[config.mk]
export PLATFORM = sky130hd
export DESIGN_NAME = port_five
export DESIGN_NICKNAME = d
export VERILOG_FILES = /design/src/port_five_pkg.sv /design/src/port_five.sv
export VERILOG_INCLUDE_DIRS = /design/src
export SDC_FILE = /design/constraint.sdc
export NUM_CORES = 1
export LEC_CHECK = 0
export ABC_CLOCK_PERIOD_IN_PS = 1700
export BUFFER_PORTS_ARGS = -buffer_cell sky130_fd_sc_hd__buf_4
export CAP_MARGIN = 20
export CORE_MARGIN = 4
export CORE_UTILIZATION = 50
export DETAILED_ROUTE_END_ITERATION = 8
export PLACE_DENSITY = 0.78
export SLEW_MARGIN = 20
export SYNTH_ARGS = -nofsm -noshare
export SYNTH_HDL_FRONTEND = slang
export SYNTH_SLANG_ARGS = --single-unit
export TNS_END_PERCENT = 1
[constraint.sdc]
create_clock -name sys_clk -period 1.7 [get_ports sys_clk]
set_input_delay 0 -clock sys_clk [delete_from_list [all_inputs] [get_ports sys_clk]]
set_output_delay 0 -clock sys_clk [all_outputs]
set_load 0.02 [all_outputs]
[src/port_five_regs.svh]
// Register offsets, field positions, reset values for the five-bit port
// Assumes byte-wide register port with 8-bit addresses
`ifndef PORT_FIVE_REGS_SVH
`define PORT_FIVE_REGS_SVH
`define OFS_PIN_LATCH 8'h05
`define OFS_COMPARATOR 8'h1f
`define OFS_DIRECTION 8'h85
`define OFS_REFERENCE 8'h9f
`define RST_DIRECTION 5'h1f
`define RST_COMPARATOR 8'h00
`define RST_REFERENCE 8'h00
`define MODE_OFF 3'h7
`define MODE_OUTPUTS 3'h6
`define MODE_RESET 3'h0
`define CMP_MASK 8'hcf
`define REF_MASK 8'hef
`define REF_ENABLE_BIT 7
`define REF_PIN_BIT 6
`define PIN_OPEN_DRAIN 4
`define PIN_REFERENCE 2
`endif

[src/port_five_pkg.sv]
// Types for the five-bit port
// Used by the port top module and its testbench
package port_five_pkg;
	typedef struct packed {
		logic [7:0] addr;
		logic [7:0] wdata;
		logic write;
		logic read;
	} reg_req_t;
	typedef struct packed {
		logic [4:0] out;
		logic [4:0] oe;
	} pin_drive_t;
endpackage

[src/port_five.sv]
// Five-bit general purpose port with comparator and reference sharing
// Assumes pin inputs synchronous to sys_clk; comparator results from analog
//
// Decided for this implementation: the address-and-strobe port.
`timescale 1ns/1ps
`include "port_five_regs.svh"
module port_five
	import port_five_pkg::*;
(
	input wire logic sys_clk,
	input wire logic reset,
	input wire reg_req_t req,
	output logic [7:0] rdata,
	input wire logic [4:0] pin_in,
	output logic [4:0] pin_out,
	output logic [4:0] pin_oe,
	input wire logic first_comparator_result,
	input wire logic second_comparator_result,
	output logic timer_clock_pin_input,
	output logic [3:0] analog_input_enable,
	output logic analog_input_ground,
	output logic reference_power_on,
	output logic reference_pin_drive,
	output logic [5:0] reference_setting,
	output logic comparator_input_switch,
	output logic [2:0] comparator_mode
);
	logic [4:0] latch;
	logic [4:0] direction;
	logic [5:0] cmp_ctrl;
	logic [7:0] ref_ctrl;
	logic [3:0] cmp_in_sel;
	logic [4:0] pin_read;
	logic cmp_out_mode;
	logic [4:0] next_latch;
	logic [7:0] next_rdata;
	pin_drive_t next_drive;

	// Which pins act as comparator inputs in each mode
	always_comb begin
		unique case (cmp_ctrl[2:0])
		3'h7: cmp_in_sel = 4'h0;
		3'h5: cmp_in_sel = 4'ha;
		default: cmp_in_sel = 4'hf;
		endcase
	end
	assign cmp_out_mode = cmp_ctrl[2:0] == `MODE_OUTPUTS;

	// Comparator inputs read as zero; unused high bits zero
	assign pin_read = pin_in & ~{1'b0, cmp_in_sel};

	// A write takes the low five bits of the byte; bit operations are done by software
	// on the pin value it read, so the latch copies the modified pins.
	always_comb begin
		next_latch = latch;
		if (req.write && req.addr == `OFS_PIN_LATCH) begin
			next_latch = req.wdata[4:0];
		end
	end

	always_ff @(posedge sys_clk or posedge reset) begin
		if (reset) begin
			latch <= 5'h00;
		end else begin
			latch <= next_latch;
		end
	end

	always_ff @(posedge sys_clk or posedge reset) begin
		if (reset) begin
			direction <= `RST_DIRECTION;
			cmp_ctrl <= 6'h00;
			ref_ctrl <= `RST_REFERENCE;
		end else if (req.write) begin
			if (req.addr == `OFS_DIRECTION) begin
				direction <= req.wdata[4:0];
			end
			if (req.addr == `OFS_COMPARATOR) begin
				cmp_ctrl <= {2'h0, req.wdata[3:0]};
			end
			if (req.addr == `OFS_REFERENCE) begin
				ref_ctrl <= req.wdata & `REF_MASK;
			end
		end
	end

	// Read data valid exactly one cycle after the strobe
	always_comb begin
		next_rdata = 8'h00;
		if (req.read) begin
			unique case (req.addr)
			`OFS_PIN_LATCH: next_rdata = {3'h0, pin_read};
			`OFS_DIRECTION: next_rdata = {3'h0, direction};
			`OFS_COMPARATOR: next_rdata = {second_comparator_result,
				first_comparator_result, 2'h0, cmp_ctrl[3:0]};
			`OFS_REFERENCE: next_rdata = ref_ctrl;
			default: next_rdata = 8'h00;
			endcase
		end
	end

	always_comb begin
		next_drive.oe = ~direction;
		next_drive.out = latch;
		if (cmp_out_mode) begin
			next_drive.out[3] = first_comparator_result;
			next_drive.out[4] = second_comparator_result;
		end
		if (ref_ctrl[`REF_PIN_BIT] && ref_ctrl[`REF_ENABLE_BIT]) begin
			next_drive.oe[`PIN_REFERENCE] = 1'b0;
		end
		// Open drain: only enable while pulling low, output always zero
		next_drive.oe[`PIN_OPEN_DRAIN] = ~direction[4] &
			~next_drive.out[4];
		next_drive.out[`PIN_OPEN_DRAIN] = 1'b0;
	end

	// Read data stands for one cycle only, zero otherwise
	always_ff @(posedge sys_clk or posedge reset) begin
		if (reset) begin
			rdata <= 8'h00;
		end else begin
			rdata <= next_rdata;
		end
	end

	// Pin drive registered so pins never see decode glitches
	always_ff @(posedge sys_clk or posedge reset) begin
		if (reset) begin
			pin_out <= 5'h00;
			pin_oe <= 5'h00;
		end else begin
			pin_out <= next_drive.out;
			pin_oe <= next_drive.oe;
		end
	end

	// Timer clock taken from the pin level, whatever its direction
	always_ff @(posedge sys_clk or posedge reset) begin
		if (reset) begin
			timer_clock_pin_input <= 1'b0;
		end else begin
			timer_clock_pin_input <= pin_in[4];
		end
	end

	// Analog switch controls
	always_ff @(posedge sys_clk or posedge reset) begin
		if (reset) begin
			analog_input_enable <= 4'h0;
			analog_input_ground <= 1'b1;
		end else begin
			analog_input_enable <= cmp_in_sel;
			// Grounding the inputs in reset mode saves supply current
			analog_input_ground <= cmp_ctrl[2:0] == `MODE_RESET;
		end
	end

	// Reference controls
	always_ff @(posedge sys_clk or posedge reset) begin
		if (reset) begin
			reference_power_on <= 1'b0;
			reference_pin_drive <= 1'b0;
			reference_setting <= 6'h00;
		end else begin
			reference_power_on <= ref_ctrl[`REF_ENABLE_BIT];
			reference_pin_drive <= ref_ctrl[`REF_PIN_BIT];
			reference_setting <= {ref_ctrl[5], 1'b0, ref_ctrl[3:0]};
		end
	end

	// Comparator mode copies
	always_ff @(posedge sys_clk or posedge reset) begin
		if (reset) begin
			comparator_input_switch <= 1'b0;
			comparator_mode <= `MODE_RESET;
		end else begin
			comparator_input_switch <= cmp_ctrl[3];
			comparator_mode <= cmp_ctrl[2:0];
		end
	end

	a_rdata_port: assert property (@(posedge sys_clk) disable iff (reset)
		req.read && req.addr == `OFS_PIN_LATCH |=> rdata[7:5] == 3'h0 &&
		rdata[4:0] == $past(pin_read))
		else $error("Port read mismatch");
	a_cmp_zero: assert property (@(posedge sys_clk) disable iff (reset)
		req.read && req.addr == `OFS_PIN_LATCH && cmp_in_sel[0] |=>
		!rdata[0])
		else $error("Comparator input not zero");
	a_latch_write: assert property (@(posedge sys_clk) disable iff (reset)
		req.write && req.addr == `OFS_PIN_LATCH |=>
		latch == $past(req.wdata[4:0]))
		else $error("Latch not written");
	a_latch_hold: assert property (@(posedge sys_clk) disable iff (reset)
		!(req.write && req.addr == `OFS_PIN_LATCH) |=> $stable(latch))
		else $error("Latch changed");
	a_open_drain: assert property (@(posedge sys_clk) disable iff (reset)
		!pin_out[4])
		else $error("Pin four driven high");
	a_dir_hiz: assert property (@(posedge sys_clk) disable iff (reset)
		direction[1] |=> !pin_oe[1])
		else $error("Input pin driven");
	a_dir_drive: assert property (@(posedge sys_clk) disable iff (reset)
		!direction[0] ##1 !direction[0] |-> pin_oe[0] &&
		pin_out[0] == $past(latch[0]))
		else $error("Output pin not driven");
	a_dir_zero: assert property (@(posedge sys_clk) disable iff (reset)
		req.read && req.addr == `OFS_DIRECTION |=> rdata[7:5] == 3'h0)
		else $error("Direction high bits");
	a_mode_off: assert property (@(posedge sys_clk) disable iff (reset)
		req.write && req.addr == `OFS_COMPARATOR && req.wdata[2:0] == 3'h7
		|=> ##1 analog_input_enable == 4'h0)
		else $error("Comparators not off");
	a_timer_pin: assert property (@(posedge sys_clk) disable iff (reset)
		1'b1 |=> timer_clock_pin_input == $past(pin_in[4]))
		else $error("Timer clock mismatch");

	// Register bus checks
	a_rdata_idle: assert property (@(posedge sys_clk) disable iff (reset)
		!req.read |=>
		rdata == 8'h00)
		else $error("Read data not idle");

	a_dir_read: assert property (@(posedge sys_clk) disable iff (reset)
		req.read && req.addr == `OFS_DIRECTION |=>
		rdata[4:0] == $past(direction))
		else $error("Direction read mismatch");

	a_dir_write: assert property (@(posedge sys_clk) disable iff (reset)
		req.write && req.addr == `OFS_DIRECTION |=>
		direction == $past(req.wdata[4:0]))
		else $error("Direction not written");

	a_dir_hold: assert property (@(posedge sys_clk) disable iff (reset)
		!(req.write && req.addr == `OFS_DIRECTION) |=>
		$stable(direction))
		else $error("Direction changed");

	a_cmp_write: assert property (@(posedge sys_clk) disable iff (reset)
		req.write && req.addr == `OFS_COMPARATOR |=>
		cmp_ctrl == {2'h0, $past(req.wdata[3:0])})
		else $error("Comparator control not written");

	a_cmp_read: assert property (@(posedge sys_clk) disable iff (reset)
		req.read && req.addr == `OFS_COMPARATOR |=>
		rdata[5:4] == 2'h0)
		else $error("Comparator spare bits set");

	a_cmp_result: assert property (@(posedge sys_clk) disable iff (reset)
		req.read && req.addr == `OFS_COMPARATOR |=>
		rdata[7:6] == $past({second_comparator_result,
		first_comparator_result}))
		else $error("Comparator result mismatch");

	a_ref_write: assert property (@(posedge sys_clk) disable iff (reset)
		req.write && req.addr == `OFS_REFERENCE |=>
		!ref_ctrl[4])
		else $error("Reference spare bit set");

	a_ref_read: assert property (@(posedge sys_clk) disable iff (reset)
		req.read && req.addr == `OFS_REFERENCE |=>
		rdata == $past(ref_ctrl))
		else $error("Reference read mismatch");

	a_unmapped: assert property (@(posedge sys_clk) disable iff (reset)
		req.read && req.addr != `OFS_PIN_LATCH &&
		req.addr != `OFS_DIRECTION && req.addr != `OFS_COMPARATOR &&
		req.addr != `OFS_REFERENCE |=>
		rdata == 8'h00)
		else $error("Unmapped read not zero");

	// Pin drive checks
	a_oe_follow: assert property (@(posedge sys_clk) disable iff (reset)
		1'b1 |=>
		pin_oe[1:0] == ~$past(direction[1:0]))
		else $error("Enable not from direction");

	a_out_follow: assert property (@(posedge sys_clk) disable iff (reset)
		1'b1 |=>
		pin_out[2:0] == $past(latch[2:0]))
		else $error("Output not from latch");

	a_pin3_out: assert property (@(posedge sys_clk) disable iff (reset)
		cmp_out_mode |=>
		pin_out[3] == $past(first_comparator_result))
		else $error("Pin three not comparator");

	a_pin3_latch: assert property (@(posedge sys_clk) disable iff (reset)
		!cmp_out_mode |=>
		pin_out[3] == $past(latch[3]))
		else $error("Pin three not latch");

	a_pin4_low: assert property (@(posedge sys_clk) disable iff (reset)
		!direction[4] && !latch[4] && !cmp_out_mode |=>
		pin_oe[4])
		else $error("Pin four not pulled low");

	a_pin4_release: assert property (@(posedge sys_clk) disable iff (reset)
		direction[4] |=>
		!pin_oe[4])
		else $error("Pin four driven as input");

	a_pin4_cmp: assert property (@(posedge sys_clk) disable iff (reset)
		cmp_out_mode && second_comparator_result |=>
		!pin_oe[4])
		else $error("Pin four pulled on high result");

	a_ref_pin: assert property (@(posedge sys_clk) disable iff (reset)
		ref_ctrl[7] && ref_ctrl[6] |=>
		!pin_oe[2])
		else $error("Pin two driven over reference");

	a_pin2_dir: assert property (@(posedge sys_clk) disable iff (reset)
		!(ref_ctrl[7] && ref_ctrl[6]) |=>
		pin_oe[2] == !$past(direction[2]))
		else $error("Pin two enable mismatch");

	a_cmp_in_oe: assert property (@(posedge sys_clk) disable iff (reset)
		cmp_in_sel[0] && !direction[0] |=>
		pin_oe[0])
		else $error("Analog pin ignores direction");

	a_out_pin4_src: assert property (@(posedge sys_clk) disable iff (reset)
		!direction[4] && latch[4] && !cmp_out_mode |=>
		!pin_oe[4])
		else $error("Pin four pulled on high latch");

	// Pin read and control copy checks
	a_read_zero_hi: assert property (@(posedge sys_clk) disable iff (reset)
		req.read && req.addr == `OFS_PIN_LATCH && cmp_in_sel == 4'hf |=>
		rdata[3:0] == 4'h0)
		else $error("Analog pins not zero");

	a_cmp_zero_mode5: assert property (@(posedge sys_clk) disable iff (reset)
		req.read && req.addr == `OFS_PIN_LATCH && cmp_ctrl[2:0] == 3'h5 |=>
		!rdata[1] && !rdata[3])
		else $error("Mode five pins not zero");

	a_mode_off_pins: assert property (@(posedge sys_clk) disable iff (reset)
		req.read && req.addr == `OFS_PIN_LATCH && cmp_ctrl[2:0] == 3'h7 |=>
		rdata[3:0] == $past(pin_in[3:0]))
		else $error("Digital pins not read");

	a_read_pin4: assert property (@(posedge sys_clk) disable iff (reset)
		req.read && req.addr == `OFS_PIN_LATCH |=>
		rdata[4] == $past(pin_in[4]))
		else $error("Pin four read mismatch");

	a_mode5_pins: assert property (@(posedge sys_clk) disable iff (reset)
		cmp_ctrl[2:0] == 3'h5 |=>
		analog_input_enable == 4'ha)
		else $error("Mode five inputs wrong");

	a_mode_other: assert property (@(posedge sys_clk) disable iff (reset)
		cmp_ctrl[2:0] != 3'h7 && cmp_ctrl[2:0] != 3'h5 |=>
		analog_input_enable == 4'hf)
		else $error("Analog inputs wrong");

	a_ground: assert property (@(posedge sys_clk) disable iff (reset)
		1'b1 |=>
		analog_input_ground == ($past(cmp_ctrl[2:0]) == `MODE_RESET))
		else $error("Input ground mismatch");

	a_ref_copy: assert property (@(posedge sys_clk) disable iff (reset)
		1'b1 |=>
		reference_power_on == $past(ref_ctrl[7]) &&
		reference_pin_drive == $past(ref_ctrl[6]))
		else $error("Reference enables mismatch");

	a_ref_level: assert property (@(posedge sys_clk) disable iff (reset)
		1'b1 |=>
		reference_setting == {$past(ref_ctrl[5]), 1'b0,
		$past(ref_ctrl[3:0])})
		else $error("Reference setting mismatch");

	a_cmp_copy: assert property (@(posedge sys_clk) disable iff (reset)
		1'b1 |=>
		comparator_mode == $past(cmp_ctrl[2:0]) &&
		comparator_input_switch == $past(cmp_ctrl[3]))
		else $error("Comparator mode mismatch");
endmodule

### Yosys cells after proc, flatten, opt, wreduce, memory -nomap -nowiden

Index checks and enable logic that the tools add are counted.
W data, S select, Z words.

| operators by class | value |
|---|---|
| eq/ne operators | 7 |
| multiplexer cells | 5 |
| bitwise logic cells | 6 |
| reductions and logical operators | 6 |

Operators by type and width:

| cell | count |
|---|---|
| $pmux W8 S4 | 1 |
| $eq A8 B8 Y1 const B | 2 |
| $eq A3 B3 Y1 const B | 3 |
| $eq A8 B3 Y1 const B | 1 |
| $eq A8 B5 Y1 const B | 1 |
| $mux W8 | 1 |
| $pmux W4 S2 | 1 |
| $reduce_and A2 Y1 | 3 |
| $and A5 B5 Y5 | 1 |
| $not A4 Y5 | 1 |
| $not A4 Y4 | 1 |
| $logic_not A3 Y1 | 1 |
| $logic_and A1 B1 Y1 | 2 |
| $mux W2 | 1 |
| $not A1 Y1 | 2 |
| $and A1 B1 Y1 | 1 |
| $mux W1 | 1 |

| storage, ports and cells | value |
|---|---|
| register bits after elaboration | 55 |
| bits of input ports | 27 |
| output and inout port bits | 36 |
| word-level logic and storage cells | 39 |

### Depth between registers and ports, before layout

Gate-level depths: netlist of run 1.

| depth | value |
|---|---|
| depth in word-level cells | 6 |
| depth in mapped cells | 6 |
| gate-level depth less buffers | 4 |

### Least setup slack after synthesis of run 1

Ideal clock, no wire load.

| timing | value |
|---|---|
| kind | in2reg |
| start | input port req[16] (netlist name) |
| end | register ref_ctrl[0] |
| library setup time | 125 ps |
| arrival time | 1050 ps |
| data required time | 1575 ps |
| slack | 525 ps |
| stages on the path | 5 |
| path buffers | 1 |
| path through | and4bb_2 > and2_4 > and3_4 > buf_6 > mux2_4 |

| between the ends | value |
|---|---|
| longest elaborated chain between the ends | 2 |

Ends and longest elaborated chain:

| item | line | text |
|---|---|---|
| from (decl) | port_five.sv:12 | `input wire reg_req_t req,` |
| $eq A8 B8 Y1 | - |  |
| $reduce_and A2 Y1 (no line) | - |  |
| to (signal assigned) | port_five.sv:73 | `` ref_ctrl <= `RST_REFERENCE; `` |
| to (signal assigned) | port_five.sv:82 | `` ref_ctrl <= req.wdata & `REF_MASK; `` |
| to (decl) | port_five.sv:31 | `logic [7:0] ref_ctrl;` |

Every way passes these cells.
A chain may end at the register's enable or synchronous reset.

### Worst setup path after layout of run 1

| timing | value |
|---|---|
| start | register cmp_ctrl[2] |
| end | register rdata[2] |

| between the ends | value |
|---|---|
| longest elaborated chain between the ends | 6 |
| elaborated cells between the ends (all ways) | 7 |
| classes of those cells | 2 x eq/ne; 3 x mux; 2 x bitwise |

Ends and longest elaborated chain:

| item | line | text |
|---|---|---|
| from (decl) | port_five.sv:30 | `logic [5:0] cmp_ctrl;` |
| from (signal assigned) | port_five.sv:79 | `cmp_ctrl <= {2'h0, req.wdata[3:0]};` |
| $eq A3 B3 Y1 | port_five.sv:41 | `unique case (cmp_ctrl[2:0])` |
| $pmux W4 S2 | port_five.sv:41 |  |
| $not A4 Y5 | port_five.sv:50 | `assign pin_read = pin_in & ~{1'b0, cmp_in_sel};` |
| $and A5 B5 Y5 | port_five.sv:50 |  |
| $pmux W8 S4 (*) | port_five.sv:91 | `unique case (req.addr)` |
| $mux W8 (*) | port_five.sv:90 | `if (req.read) begin` |
| net next_rdata[2] | port_five.sv:36 | `logic [7:0] next_rdata;` |
| to (signal assigned) | port_five.sv:123 | `rdata <= next_rdata;` |
| to (decl) | port_five.sv:13 | `output logic [7:0] rdata,` |

Mark *: on every way through the listed nets, which the timed path passes. The rest lies on a longest branch.

==> impl_results.md, run 1 <==
- TNS Setup: 0 ns
- Nets: 241
- Setup ws final: 0.187 ns
- DP Worst Slack: 0.236 ns
- Max layer used: met4
- Port bufs: 60
- Routed WL: 4570 um
- Count of antenna-violating nets left after detailed routing: 0
- Final GP Congestion: 0.781
- Yosys top cell by area: dfrtp_1
- Std cell rows: 22
- H-tree level count: 2
- Die area: 0.00513 mm2
- Fin crit period: 1.51 ns
- Synth Area in Simple Gates: 9.77%
- Placed cell area: 0.00250 mm2
- Vias: 1355
- Critical Path Max Stage Delay: 0.54 ns
- Upper clock frequency limit: 661 MHz
- XOR/XNOR Fraction of Synth Area: 0%
- Crit share post-route: 89.0%
- CP delay by family, top: buffers and inverters
- Hold Crit Class: in2reg
- Initial antenna violation count: 0
- Arr. time, crit path: 1.70 ns
- Syn Std Cell Area: 0.00202 mm2
- Hold_buf cts: 17
- # Max-Cap Violations: 0
- Final Max Tran Viols: 0
- Peak VDD IR: 0.000776 V
- Status: finished clean
- DP Cell Count: 238
- Postcts setup bufs: 0
- Top post-synthesis cells by area: dfrtp_1 58%, mux2_2 8.3%, dfstp_2 7.8%, mux2_4 5.9%, mux2i_1 1.5%
- CTS tree: yes
- WL met3: 324 um
- Avg Cell Area, Syn: 14.9 um2
- Antenna diode count: 0
- Unique cell type count in the Yosys netlist: 35
- DP HPWL: 3290 um
- Critical path depth: 4
- WHS Path Cells: 3
- Fill count: 241
- Reg clk slew, reported paths: 0.09 ns
- Share of cells above drive strength 1: 48.8%
- Initial Util: 53.6%
- CP Capture Type: register
- IO Count: 63
- Worst reg2reg path depth: 4
- Drt initial violations: 56
- Compound-Gate Fraction of Synth Area: 4.21%
- Core area: 0.00377 mm2
- Die Height: 71.6 um
- Tot GR Track Use: 19.4%
- Vias in the first global route: 1470
- TritonCTS buffer count: 5
- Clk root buf: clkbuf_8
- RSZ-0062 raised after global routing: no
- Critical path type: reg2reg
- Number of synthesized register bits: 53
- Detailed-route DRC error count: 0
- Slew HR: 63.4%
- Standard cell with the maximum stage delay on the critical path: dlygate4sd3_1
- Critical path, cell by cell: and2_1 -> nand4_1 -> dlygate4sd3_1 -> o21ai_0
- Cell leakage power: 1.35 nW
- Vias per cell: 5.15
- Post-CTS sizing: 0
- Pin count of the biggest net entering global routing: 29
- Least-Margin Pin Slew: 0.548 ns
- Die X: 71.6 um
- Synth warn: 0
- GR Overflow Total: 0
- Setup violations, final: 0
- Clock Path Buffers: 2
- Main combinational cell family by area after synthesis: multiplexers
- WL met2: 2460 um
- First-pass GRT wire length: 7590 um
- Area Growth Syn to Fin: 37.5%
- Adder-Cell Fraction of Synth Area: 0%
- DRT met1 WL: 1730 um
- Worst skew pair latency: 0.30 ns
- Pwr/cell area: 891 mW/mm2
- CP required: 1.88 ns
- Critical Path Fanout Max: 7
- Wire per inst: 17.4 um
- Crit path launch type: register
- # clock sinks: 53
- Fin cells: 263
- Clk_skew: 0.00615 ns
- Sequential share of the synthesized area: 65.9%
- Crit path buf inv count: 1
- Post-route cell area: 0.00278 mm2
- Mux share of post-synthesis cell area: 15.8%
- Synth top area share: 58.1%
- 1st-pass router iterations: 4
- Syn Inst Count: 136
- Final hold vios: 0
-- path summary, 6_finish.rpt --
check	slack, ns	from	to
min reg2reg	0.38	latch[0]$_DFFE_PP0P_	pin_out[0]$_DFF_PP0_
max in group asynchronous	0.77	reset	direction[0]$_DFFE_PP1P_
max reg2reg	0.19	cmp_ctrl[2]$_DFFE_PP0P_	rdata[2]$_DFF_PP0_
min in group asynchronous	0.31	reset	rdata[2]$_DFF_PP0_
max	0.19	cmp_ctrl[2]$_DFFE_PP0P_	rdata[2]$_DFF_PP0_
min	0.009	req[0]	rdata[0]$_DFF_PP0_
-- cell families (layout without fill, tap and decap cells) --
kind of cell           Yosys count  after routing
multiplexers                    26             26
buffers and inverters           14             92
AND/OR/NAND/NOR                 30             30
other                            1              2
AO/OA/AOI/OAI                   12             12
flip-flops                      53             53
-- tightest hold or removal path, cell delays in order --
cell     delay [ns]
buf_4          0.11
nand4_1        0.08
o21ai_0        0.08
-- synthesized netlist by cell type --
cell type   n
buf_6       2
nand4_1     2
buf_4       4
nor3_1      1
and3_1      2
mux2_4      8
a32oi_1     2
nor3_2      1
and4bb_2    1
and2_4      1
o21ai_0     2
a32o_1      2
dfstp_2     6
nor3b_1     1
and3b_4     1
a31oi_1     4
o211ai_1    1
mux2_2     15
conb_1      1
mux2i_1     3
nor2_1      4
nand2_1     4
and3_4      1
nand2_4     1
and2_1      1
nand3b_1    2
nand3_1     4
and4b_1     1
a21oi_1     1
buf_2       1
nor2b_1     1
nor2_2      1
dfrtp_1    47
inv_1       6
clkbuf_1    1
-- cell type report --
type	count	area (um2)	area share, %
tap	48	60.1	2.16
multi-input combinational	70	609	21.9
clock inverter	1	30.0	1.08
timing repair buffer	78	641	23.0
sequential	53	1330	47.9
clock buffer	7	86.3	3.10
inverter	6	22.5	0.809
-- routing by layer --
metal  up-vias  global-route usage [%]
met5         -                       0
met4         0                    5.85
met3         5                    5.75
met2        50                    33.0
met1       676                    23.9
li1        624                       -
-- registers in the layout (all words and copies together), names as in the netlist, 3 cells and up --
signal and cells:
cmp_ctrl 4, comparator_mode 3, pin_out 4, ref_ctrl 7
latch 5, pin_oe 5, reference_setting 5, rdata 8
direction 5
-- cell usage in the layout, fill, tap and decap left out, drive strengths merged, types with 2 or more instances in the layout --
cell and instances:
buf 61, dfrtp 47, mux2 23, dlygate4sd3 17, clkbuf 7, dfstp 6, inv 6, nand2 5
nor2 5, nand3 4, a31oi 4, mux2i 3, and3 3, nand3b 2, a32oi 2, a32o 2
nand4 2, o21ai 2, conb 2, and2 2, nor3 2
-- power breakdown --
group | switching, mW | total (mW) | internal (mW) | leakage [nW]
clock | 0.385 | 0.864 | 0.480 | 0.0585
sequential | 0.0324 | 1.35 | 1.32 | 0.676
combinational | 0.128 | 0.266 | 0.138 | 0.613
-- per-stage QoR --
step | util, % | hold slack [ns] | power [mW]
floorplan | - | 0.0314 | 1.48
global placement | 66.2 | 0.0772 | 1.60
detailed placement | 66.2 | 0.0876 | 1.61
CTS | 73.8 | 0.00133 | 2.50
global route | 73.8 | 0.0117 | 2.58
finish | 73.8 | 0.00855 | 2.48
(Power assumes the default switching activity.)
==> run 2, diff against run 1 <==
--- a/config.mk
+++ b/config.mk
@@ -6,13 +6,13 @@
 export SDC_FILE = /design/constraint.sdc
 export NUM_CORES = 1
 export LEC_CHECK = 0
-export ABC_CLOCK_PERIOD_IN_PS = 1700
+export ABC_CLOCK_PERIOD_IN_PS = 1800
 export BUFFER_PORTS_ARGS = -buffer_cell sky130_fd_sc_hd__buf_4
 export CAP_MARGIN = 20
 export CORE_MARGIN = 4
-export CORE_UTILIZATION = 50
+export CORE_UTILIZATION = 54
 export DETAILED_ROUTE_END_ITERATION = 8
-export PLACE_DENSITY = 0.78
+export PLACE_DENSITY = 0.84
 export SLEW_MARGIN = 20
 export SYNTH_ARGS = -nofsm -noshare
 export SYNTH_HDL_FRONTEND = slang
==> constraint.sdc (replaced) <==
create_clock -name sys_clk -period 1.8 [get_ports sys_clk]
set_input_delay 0 -clock sys_clk [delete_from_list [all_inputs] [get_ports sys_clk]]
set_output_delay 0 -clock sys_clk [all_outputs]
set_load 0.02 [all_outputs]
==> run 2 against run 1 <==
  * Sequential power down 5%
  * Sequential share of layout area up 0.52 points
  * Critical path depth down 1
  * Utilization up 5.6 points
  * Combinational power down 5%
  * Via count up 3.0%
  * Non-clock buffer count down 1
  * Power down 7.4%
  * Cell area down 1.1%
  * Die area down 6.6%
  * Sequential cell count unchanged
==> impl_results.md, run 2 (same netlist as run 1, synthesis figures left out) <==
- Core area: 0.00347 mm2
- Setup violations, final: 0
- Fill count: 217
- Peak VDD IR: 0.000602 V
- Fin cells: 261
- Initial Util: 58.3%
- Final hold vios: 0
- Std cell rows: 21
- Crit path launch type: register
- CP required: 2.03 ns
- Int Power: 1.79 mW
- DP Cell Count: 237
- TNS Setup: 0 ns
- Fin util: 79.4%
- Fin crit period: 1.18 ns
- Drt initial violations: 78
- Status: finished clean
- Critical path depth: 3
- Critical Path Max Stage Delay: 0.45 ns
- Arr. time, crit path: 1.41 ns
- DP HPWL: 3190 um
- Initial antenna violation count: 0
- # Max-Cap Violations: 0
- Routed WL: 4750 um
- Hold Slack: 0.0163 ns
- Wire per inst: 18.2 um
- Regs by FF count: rdata (8), ref_ctrl (7)
- Clk_skew: 0.00655 ns
- Gate power share: 10.9%
- WHS Path Cells: 3
- Pwr/cell area: 835 mW/mm2
- Area Growth Syn to Fin: 36.1%
- Worst skew pair latency: 0.29 ns
- Nets: 240
- Commonest non-fill, non-tap cells in the layout: 62 x buf_4, 47 x dfrtp_1, 15 x mux2_2, 15 x dlygate4sd3_1, 8 x mux2_4
- Critical Path Fanout Max: 7
- Die Height: 69.2 um
- Die area: 0.00479 mm2
- Vias: 1396
- Worst reg2reg path depth: 3
- Sequential share of power: 55.5%
- Max reg flops: 8
- Count of antenna-violating nets left after detailed routing: 0
- RSZ-0062 raised after global routing: no
- Hold Crit Class: in2reg
- Critical path, cell by cell: nand3b_1 -> mux2_2 -> nor2_1
- Critical path type: reg2reg
- Port bufs: 60
- CTS tree: yes
- P_sw: 0.508 mW
- Crit path buf inv count: 0
- H-tree level count: 2
- GR Overflow Total: 0
- Vias in the first global route: 1556
- Commonest non-fill, non-tap cell in the layout: buf_4
- Clock Path Buffers: 2
- Upper clock frequency limit: 847 MHz
- Pin count of the biggest net entering global routing: 21
- Clk root buf: clkbuf_8
- Cell leakage power: 1.34 nW
- Tot GR Track Use: 21.4%
- Die X: 69.2 um
- Vias per cell: 5.35
- Detailed-route DRC error count: 0
- Final GP Congestion: 0.834
- Final Max Tran Viols: 0
- Share of cells above drive strength 1: 49.5%
- # clock sinks: 53
- TritonCTS buffer count: 5
- CP Capture Type: register
- IO Count: 63
- Largest Register: rdata
- 1st-pass router iterations: 4
- Sw Share: 22.1%
- CP delay by family, top: flip-flops
- Clk network pwr share: 33.5%
- Standard cell with the maximum stage delay on the critical path: dfrtp_1
- First-pass GRT wire length: 8020 um
- Reg clk slew, reported paths: 0.09 ns
- Crit share post-route: 65.6%
run 2: worst paths after layout:
path	from	end	slack (ns)
hold / removal	pin_in[1]	rdata[1]$_DFF_PP0_	0.02
setup / recovery	cmp_ctrl[0]$_DFFE_PP0P_	pin_oe[4]$_DFF_PP0_	0.62
hold reg to reg	latch[2]$_DFFE_PP0P_	pin_out[2]$_DFF_PP0_	0.38
max in group asynchronous	reset	direction[1]$_DFFE_PP1P_	0.96
min in group asynchronous	reset	rdata[6]$_DFF_PP0_	0.21
setup reg to reg	cmp_ctrl[0]$_DFFE_PP0P_	pin_oe[4]$_DFF_PP0_	0.62
run 2: cell type report:
class | instances | area (um2) | area share, %
diodes | 1 | 2.50 | 0.0909
clock buffers | 6 | 72.6 | 2.64
clock inverters | 2 | 38.8 | 1.41
inverters | 6 | 22.5 | 0.818
multi-input cells | 70 | 609 | 22.1
flip-flops and latches | 53 | 1330 | 48.5
well taps | 46 | 57.6 | 2.09
repair buffers | 77 | 616 | 22.4
run 2: metal layers:
metal | vias up | GRT usage (%) | share of wire, %
li1 | 625 | - | -
met1 | 699 | 26.0 | 39
met2 | 62 | 36.1 | 53
met3 | 10 | 5.51 | 5.8
met4 | 0 | 8.89 | 2.2
met5 | - | 0 | 0
run 2: worst register-to-register path: stages (launching register included):
cell	delay (ns)
dfrtp_1	0.45
nand3b_1	0.26
mux2_2	0.31
nor2_1	0.10
run 2: stage by stage:
stage                     area, um2  setup slack [ns]  power, mW
final                          2750             0.619       2.30
after global routing           2750             0.593       2.40
after CTS                      2750             0.627       2.31
after detailed placement       2490             0.461       1.52
after global placement         2490             0.467       1.51
after floorplan                2030             0.524       1.40
run 2: timing repair:
item	CTS	global route
hold endpoints to repair	42	0
buffers inserted	0	0
hold buffers	15	0
gates resized for setup	0	0
run 2: power groups by stage:
| stage | registers [mW] | clock network [mW] | logic, mW |
|---|---|---|---|
| after global routing | 1.28 | 0.844 | 0.272 |
| after global placement | 1.29 | 0 | 0.217 |
| after CTS | 1.27 | 0.785 | 0.251 |
| after floorplan | 1.32 | 0 | 0.0787 |
| final | 1.28 | 0.771 | 0.252 |
| after detailed placement | 1.30 | 0 | 0.222 |
==> run 3, diff against run 2 <==
--- a/config.mk
+++ b/config.mk
@@ -6,13 +6,14 @@
 export SDC_FILE = /design/constraint.sdc
 export NUM_CORES = 1
 export LEC_CHECK = 0
-export ABC_CLOCK_PERIOD_IN_PS = 1800
+export ABC_AREA = 1
+export ABC_CLOCK_PERIOD_IN_PS = 1140
 export BUFFER_PORTS_ARGS = -buffer_cell sky130_fd_sc_hd__buf_4
 export CAP_MARGIN = 20
 export CORE_MARGIN = 4
-export CORE_UTILIZATION = 54
+export CORE_UTILIZATION = 50
 export DETAILED_ROUTE_END_ITERATION = 8
-export PLACE_DENSITY = 0.84
+export PLACE_DENSITY = 0.78
 export SLEW_MARGIN = 20
 export SYNTH_ARGS = -nofsm -noshare
 export SYNTH_HDL_FRONTEND = slang
==> constraint.sdc (replaced) <==
create_clock -name sys_clk -period 1.14 [get_ports sys_clk]
set_input_delay 0 -clock sys_clk [delete_from_list [all_inputs] [get_ports sys_clk]]
set_output_delay 0 -clock sys_clk [all_outputs]
set_load 0.02 [all_outputs]
==> run 3 against run 2 <==
  * Critical path depth increased by 3
  * First-iteration DRC count increased by 72%
  * Clock-buffer cell count unchanged
  * Area after synthesis increased by 4.9%
  * Setup slack got worse by 0.57 ns
  * Sequential share of layout area decreased by 1.7 points
  * Cell area increased by 4.0%
  * Critical path type unchanged
  * Power increased by 52%
  * Critical endpoint is now rdata[0]$_DFF_PP0_
==> impl_results.md, run 3 <==
- TNS Setup: 0 ns
- CP required: 1.34 ns
- Initial antenna violation count: 0
- Reg clk slew, reported paths: 0.09 ns
- Vias per cell: 4.84
- GR Overflow Total: 0
- RSZ-0062 raised after global routing: no
- DP Cell Count: 334
- Fin crit period: 1.09 ns
- Wire per inst: 13.0 um
- Top post-synthesis cells by area: dfrtp_1 55%, nand2_1 11%, dfstp_2 7.4%, inv_1 4.2%, nor2_1 4.2%
- CP Capture Type: register
- Post-synth EDFFs: 0
- Upper clock frequency limit: 920 MHz
- Final GP Congestion: 0.829
- Drt initial violations: 134
- Die X: 73.1 um
- Setup violations, final: 0
- Clk_skew: 0.00625 ns
- Nets: 330
- Pwr/cell area: 1220 mW/mm2
- Pin count of the biggest net entering global routing: 39
- Arr. time, crit path: 1.29 ns
- Crit path buf inv count: 0
- Fin util: 70.6%
- Die area: 0.00535 mm2
- Antenna diode count: 0
- Critical path, cell by cell: nand2_1 -> nor2_1 -> nand2_1 -> nand2_1 -> nor2_1 -> nor2_1
- Detailed-route DRC error count: 0
- Vias in the first global route: 1662
- Standard cell with the maximum stage delay on the critical path: dfrtp_2
- H-tree level count: 2
- Vias: 1713
- Max reg flops: 8
- Final Max Tran Viols: 0
- Cell leakage power: 1.46 nW
- Core area: 0.00406 mm2
- Final hold vios: 0
- CP delay by family, top: simple AND/OR/NAND/NOR gates
- Status: finished clean
- Post-synth ARST share: 100%
- DP HPWL: 3420 um
- Tot GR Track Use: 18.7%
- Avg Cell Area, Syn: 9.52 um2
- Critical Path Max Stage Delay: 0.46 ns
- 1st-pass router iterations: 4
- # clock sinks: 53
- Syn Std Cell Area: 0.00212 mm2
- Sequential share of the synthesized area: 62.9%
- Initial Util: 52.3%
- Fin cells: 354
- Synth top cells by count: 61 x nand2_1, 47 x dfrtp_1, 24 x inv_1, 24 x nor2_1, 12 x o21ai_1
- Largest Register: rdata
- CTS tree: yes
- Port bufs: 60
- Synth warn: 0
- Share of cells above drive strength 1: 33.2%
- Unique cell type count in the Yosys netlist: 19
- Commonest non-fill, non-tap cells in the layout: 64 x buf_4, 61 x nand2_1, 44 x dfrtp_1
- Crit path launch type: register
- Area Growth Syn to Fin: 34.9%
- Worst skew pair latency: 0.31 ns
- Routed WL: 4610 um
- Clk root buf: clkbuf_8
- Clock Path Buffers: 2
- # Max-Cap Violations: 0
- Crit share post-route: 95.3%
- Critical path type: reg2reg
- Commonest non-fill, non-tap cell in the layout: buf_4
- Count of antenna-violating nets left after detailed routing: 0
- Std cell rows: 23
- Regs by FF count: rdata (8), ref_ctrl (7)
- Synth top area share: 55.4%
- TritonCTS buffer count: 5
- Peak VDD IR: 0.000937 V
- Number of synthesized register bits: 53
- Count leader, synth: nand2_1
- IO Count: 63
- Hold Crit Class: in2reg
- Die Height: 73.1 um
- First-pass GRT wire length: 7560 um
- Top FF cell, synth: dfrtp_1
- Syn Inst Count: 223
- Critical Path Fanout Max: 6
- Yosys top cell by area: dfrtp_1
- Fill count: 301
run 3: metrics by stage:
| stage | total power, mW | area [um2] | setup slack, ns | hold slack [ns] |
|---|---|---|---|---|
| floorplan | 2.26 | 2130 | 0.239 | 0.0314 |
| global placement | 2.46 | 2660 | 0.0584 | -0.00429 |
| detailed placement | 2.47 | 2660 | 0.0646 | 0.00108 |
| CTS | 3.52 | 2850 | 0.0130 | 0.00899 |
| global route | 3.66 | 2860 | 0.00651 | 0.00334 |
| finish | 3.50 | 2860 | 0.0532 | 0.00593 |
run 3: report_power, final:
part	total [mW]	internal [mW]	switching (mW)
registers	2.04	1.98	0.0591
clock network	1.03	0.438	0.596
logic	0.432	0.199	0.233
total	3.50	2.61	0.888
run 3: path summary, 6_finish.rpt:
kind                                           from                           end  slack [ns]  cells after the start
setup / recovery            cmp_ctrl[2]$_DFFE_PP0P_            rdata[0]$_DFF_PP0_        0.05                      6
hold / removal             second_comparator_result           pin_oe[4]$_DFF_PP0_       0.006                      4
setup reg to reg            cmp_ctrl[2]$_DFFE_PP0P_            rdata[0]$_DFF_PP0_        0.05                      6
hold reg to reg                latch[1]$_DFFE_PP0P_          pin_out[1]$_DFF_PP0_        0.39                      0
max in group asynchronous                     reset      direction[2]$_DFFE_PP1P_        0.37                      4
min in group asynchronous                     reset  comparator_mode[1]$_DFF_PP0_        0.22                      3
run 3: logic make-up after synthesis:
family                 after synthesis  share of synthesized area, %
AOI/OAI and AO/OA                   26                          6.60
buffers and inverters               31                          6.19
DFF                                 53                          62.9
other                                1                         0.177
and+or+nand+nor                    112                          24.2
run 3: repair_timing:
action	in CTS	in global routing
endpoints found under the hold margin	66	0
hold buffers	11	0
endpoints found under the setup margin	1	4
buffers inserted	0	1
resized for setup	1	2
run 3: routing by layer:
layer  global-route usage [%]  up-vias  part of all wire, %
li1                         -      842                    -
met5                        0        -                    0
met4                     6.35        0                  2.3
met2                     31.2       56                   51
met1                     23.4      805                   40
met3                     4.96       10                  6.6
run 3: cell type report:
type / count / area (um2) / area share (%)
clock buffer: 6 / 72.6 / 2.53
clock inverter: 2 / 13.8 / 0.481
inverter: 27 / 105 / 3.67
multi-input combinational: 140 / 661 / 23.1
sequential: 53 / 1340 / 46.7
tap: 50 / 62.6 / 2.19
timing repair buffer: 76 / 611 / 21.3
run 3: tightest hold or removal path, cell delays in order:
cell and delay [ns]:
buf_4 0.08, inv_1 0.05, nor2_1 0.10, a211oi_1 0.05
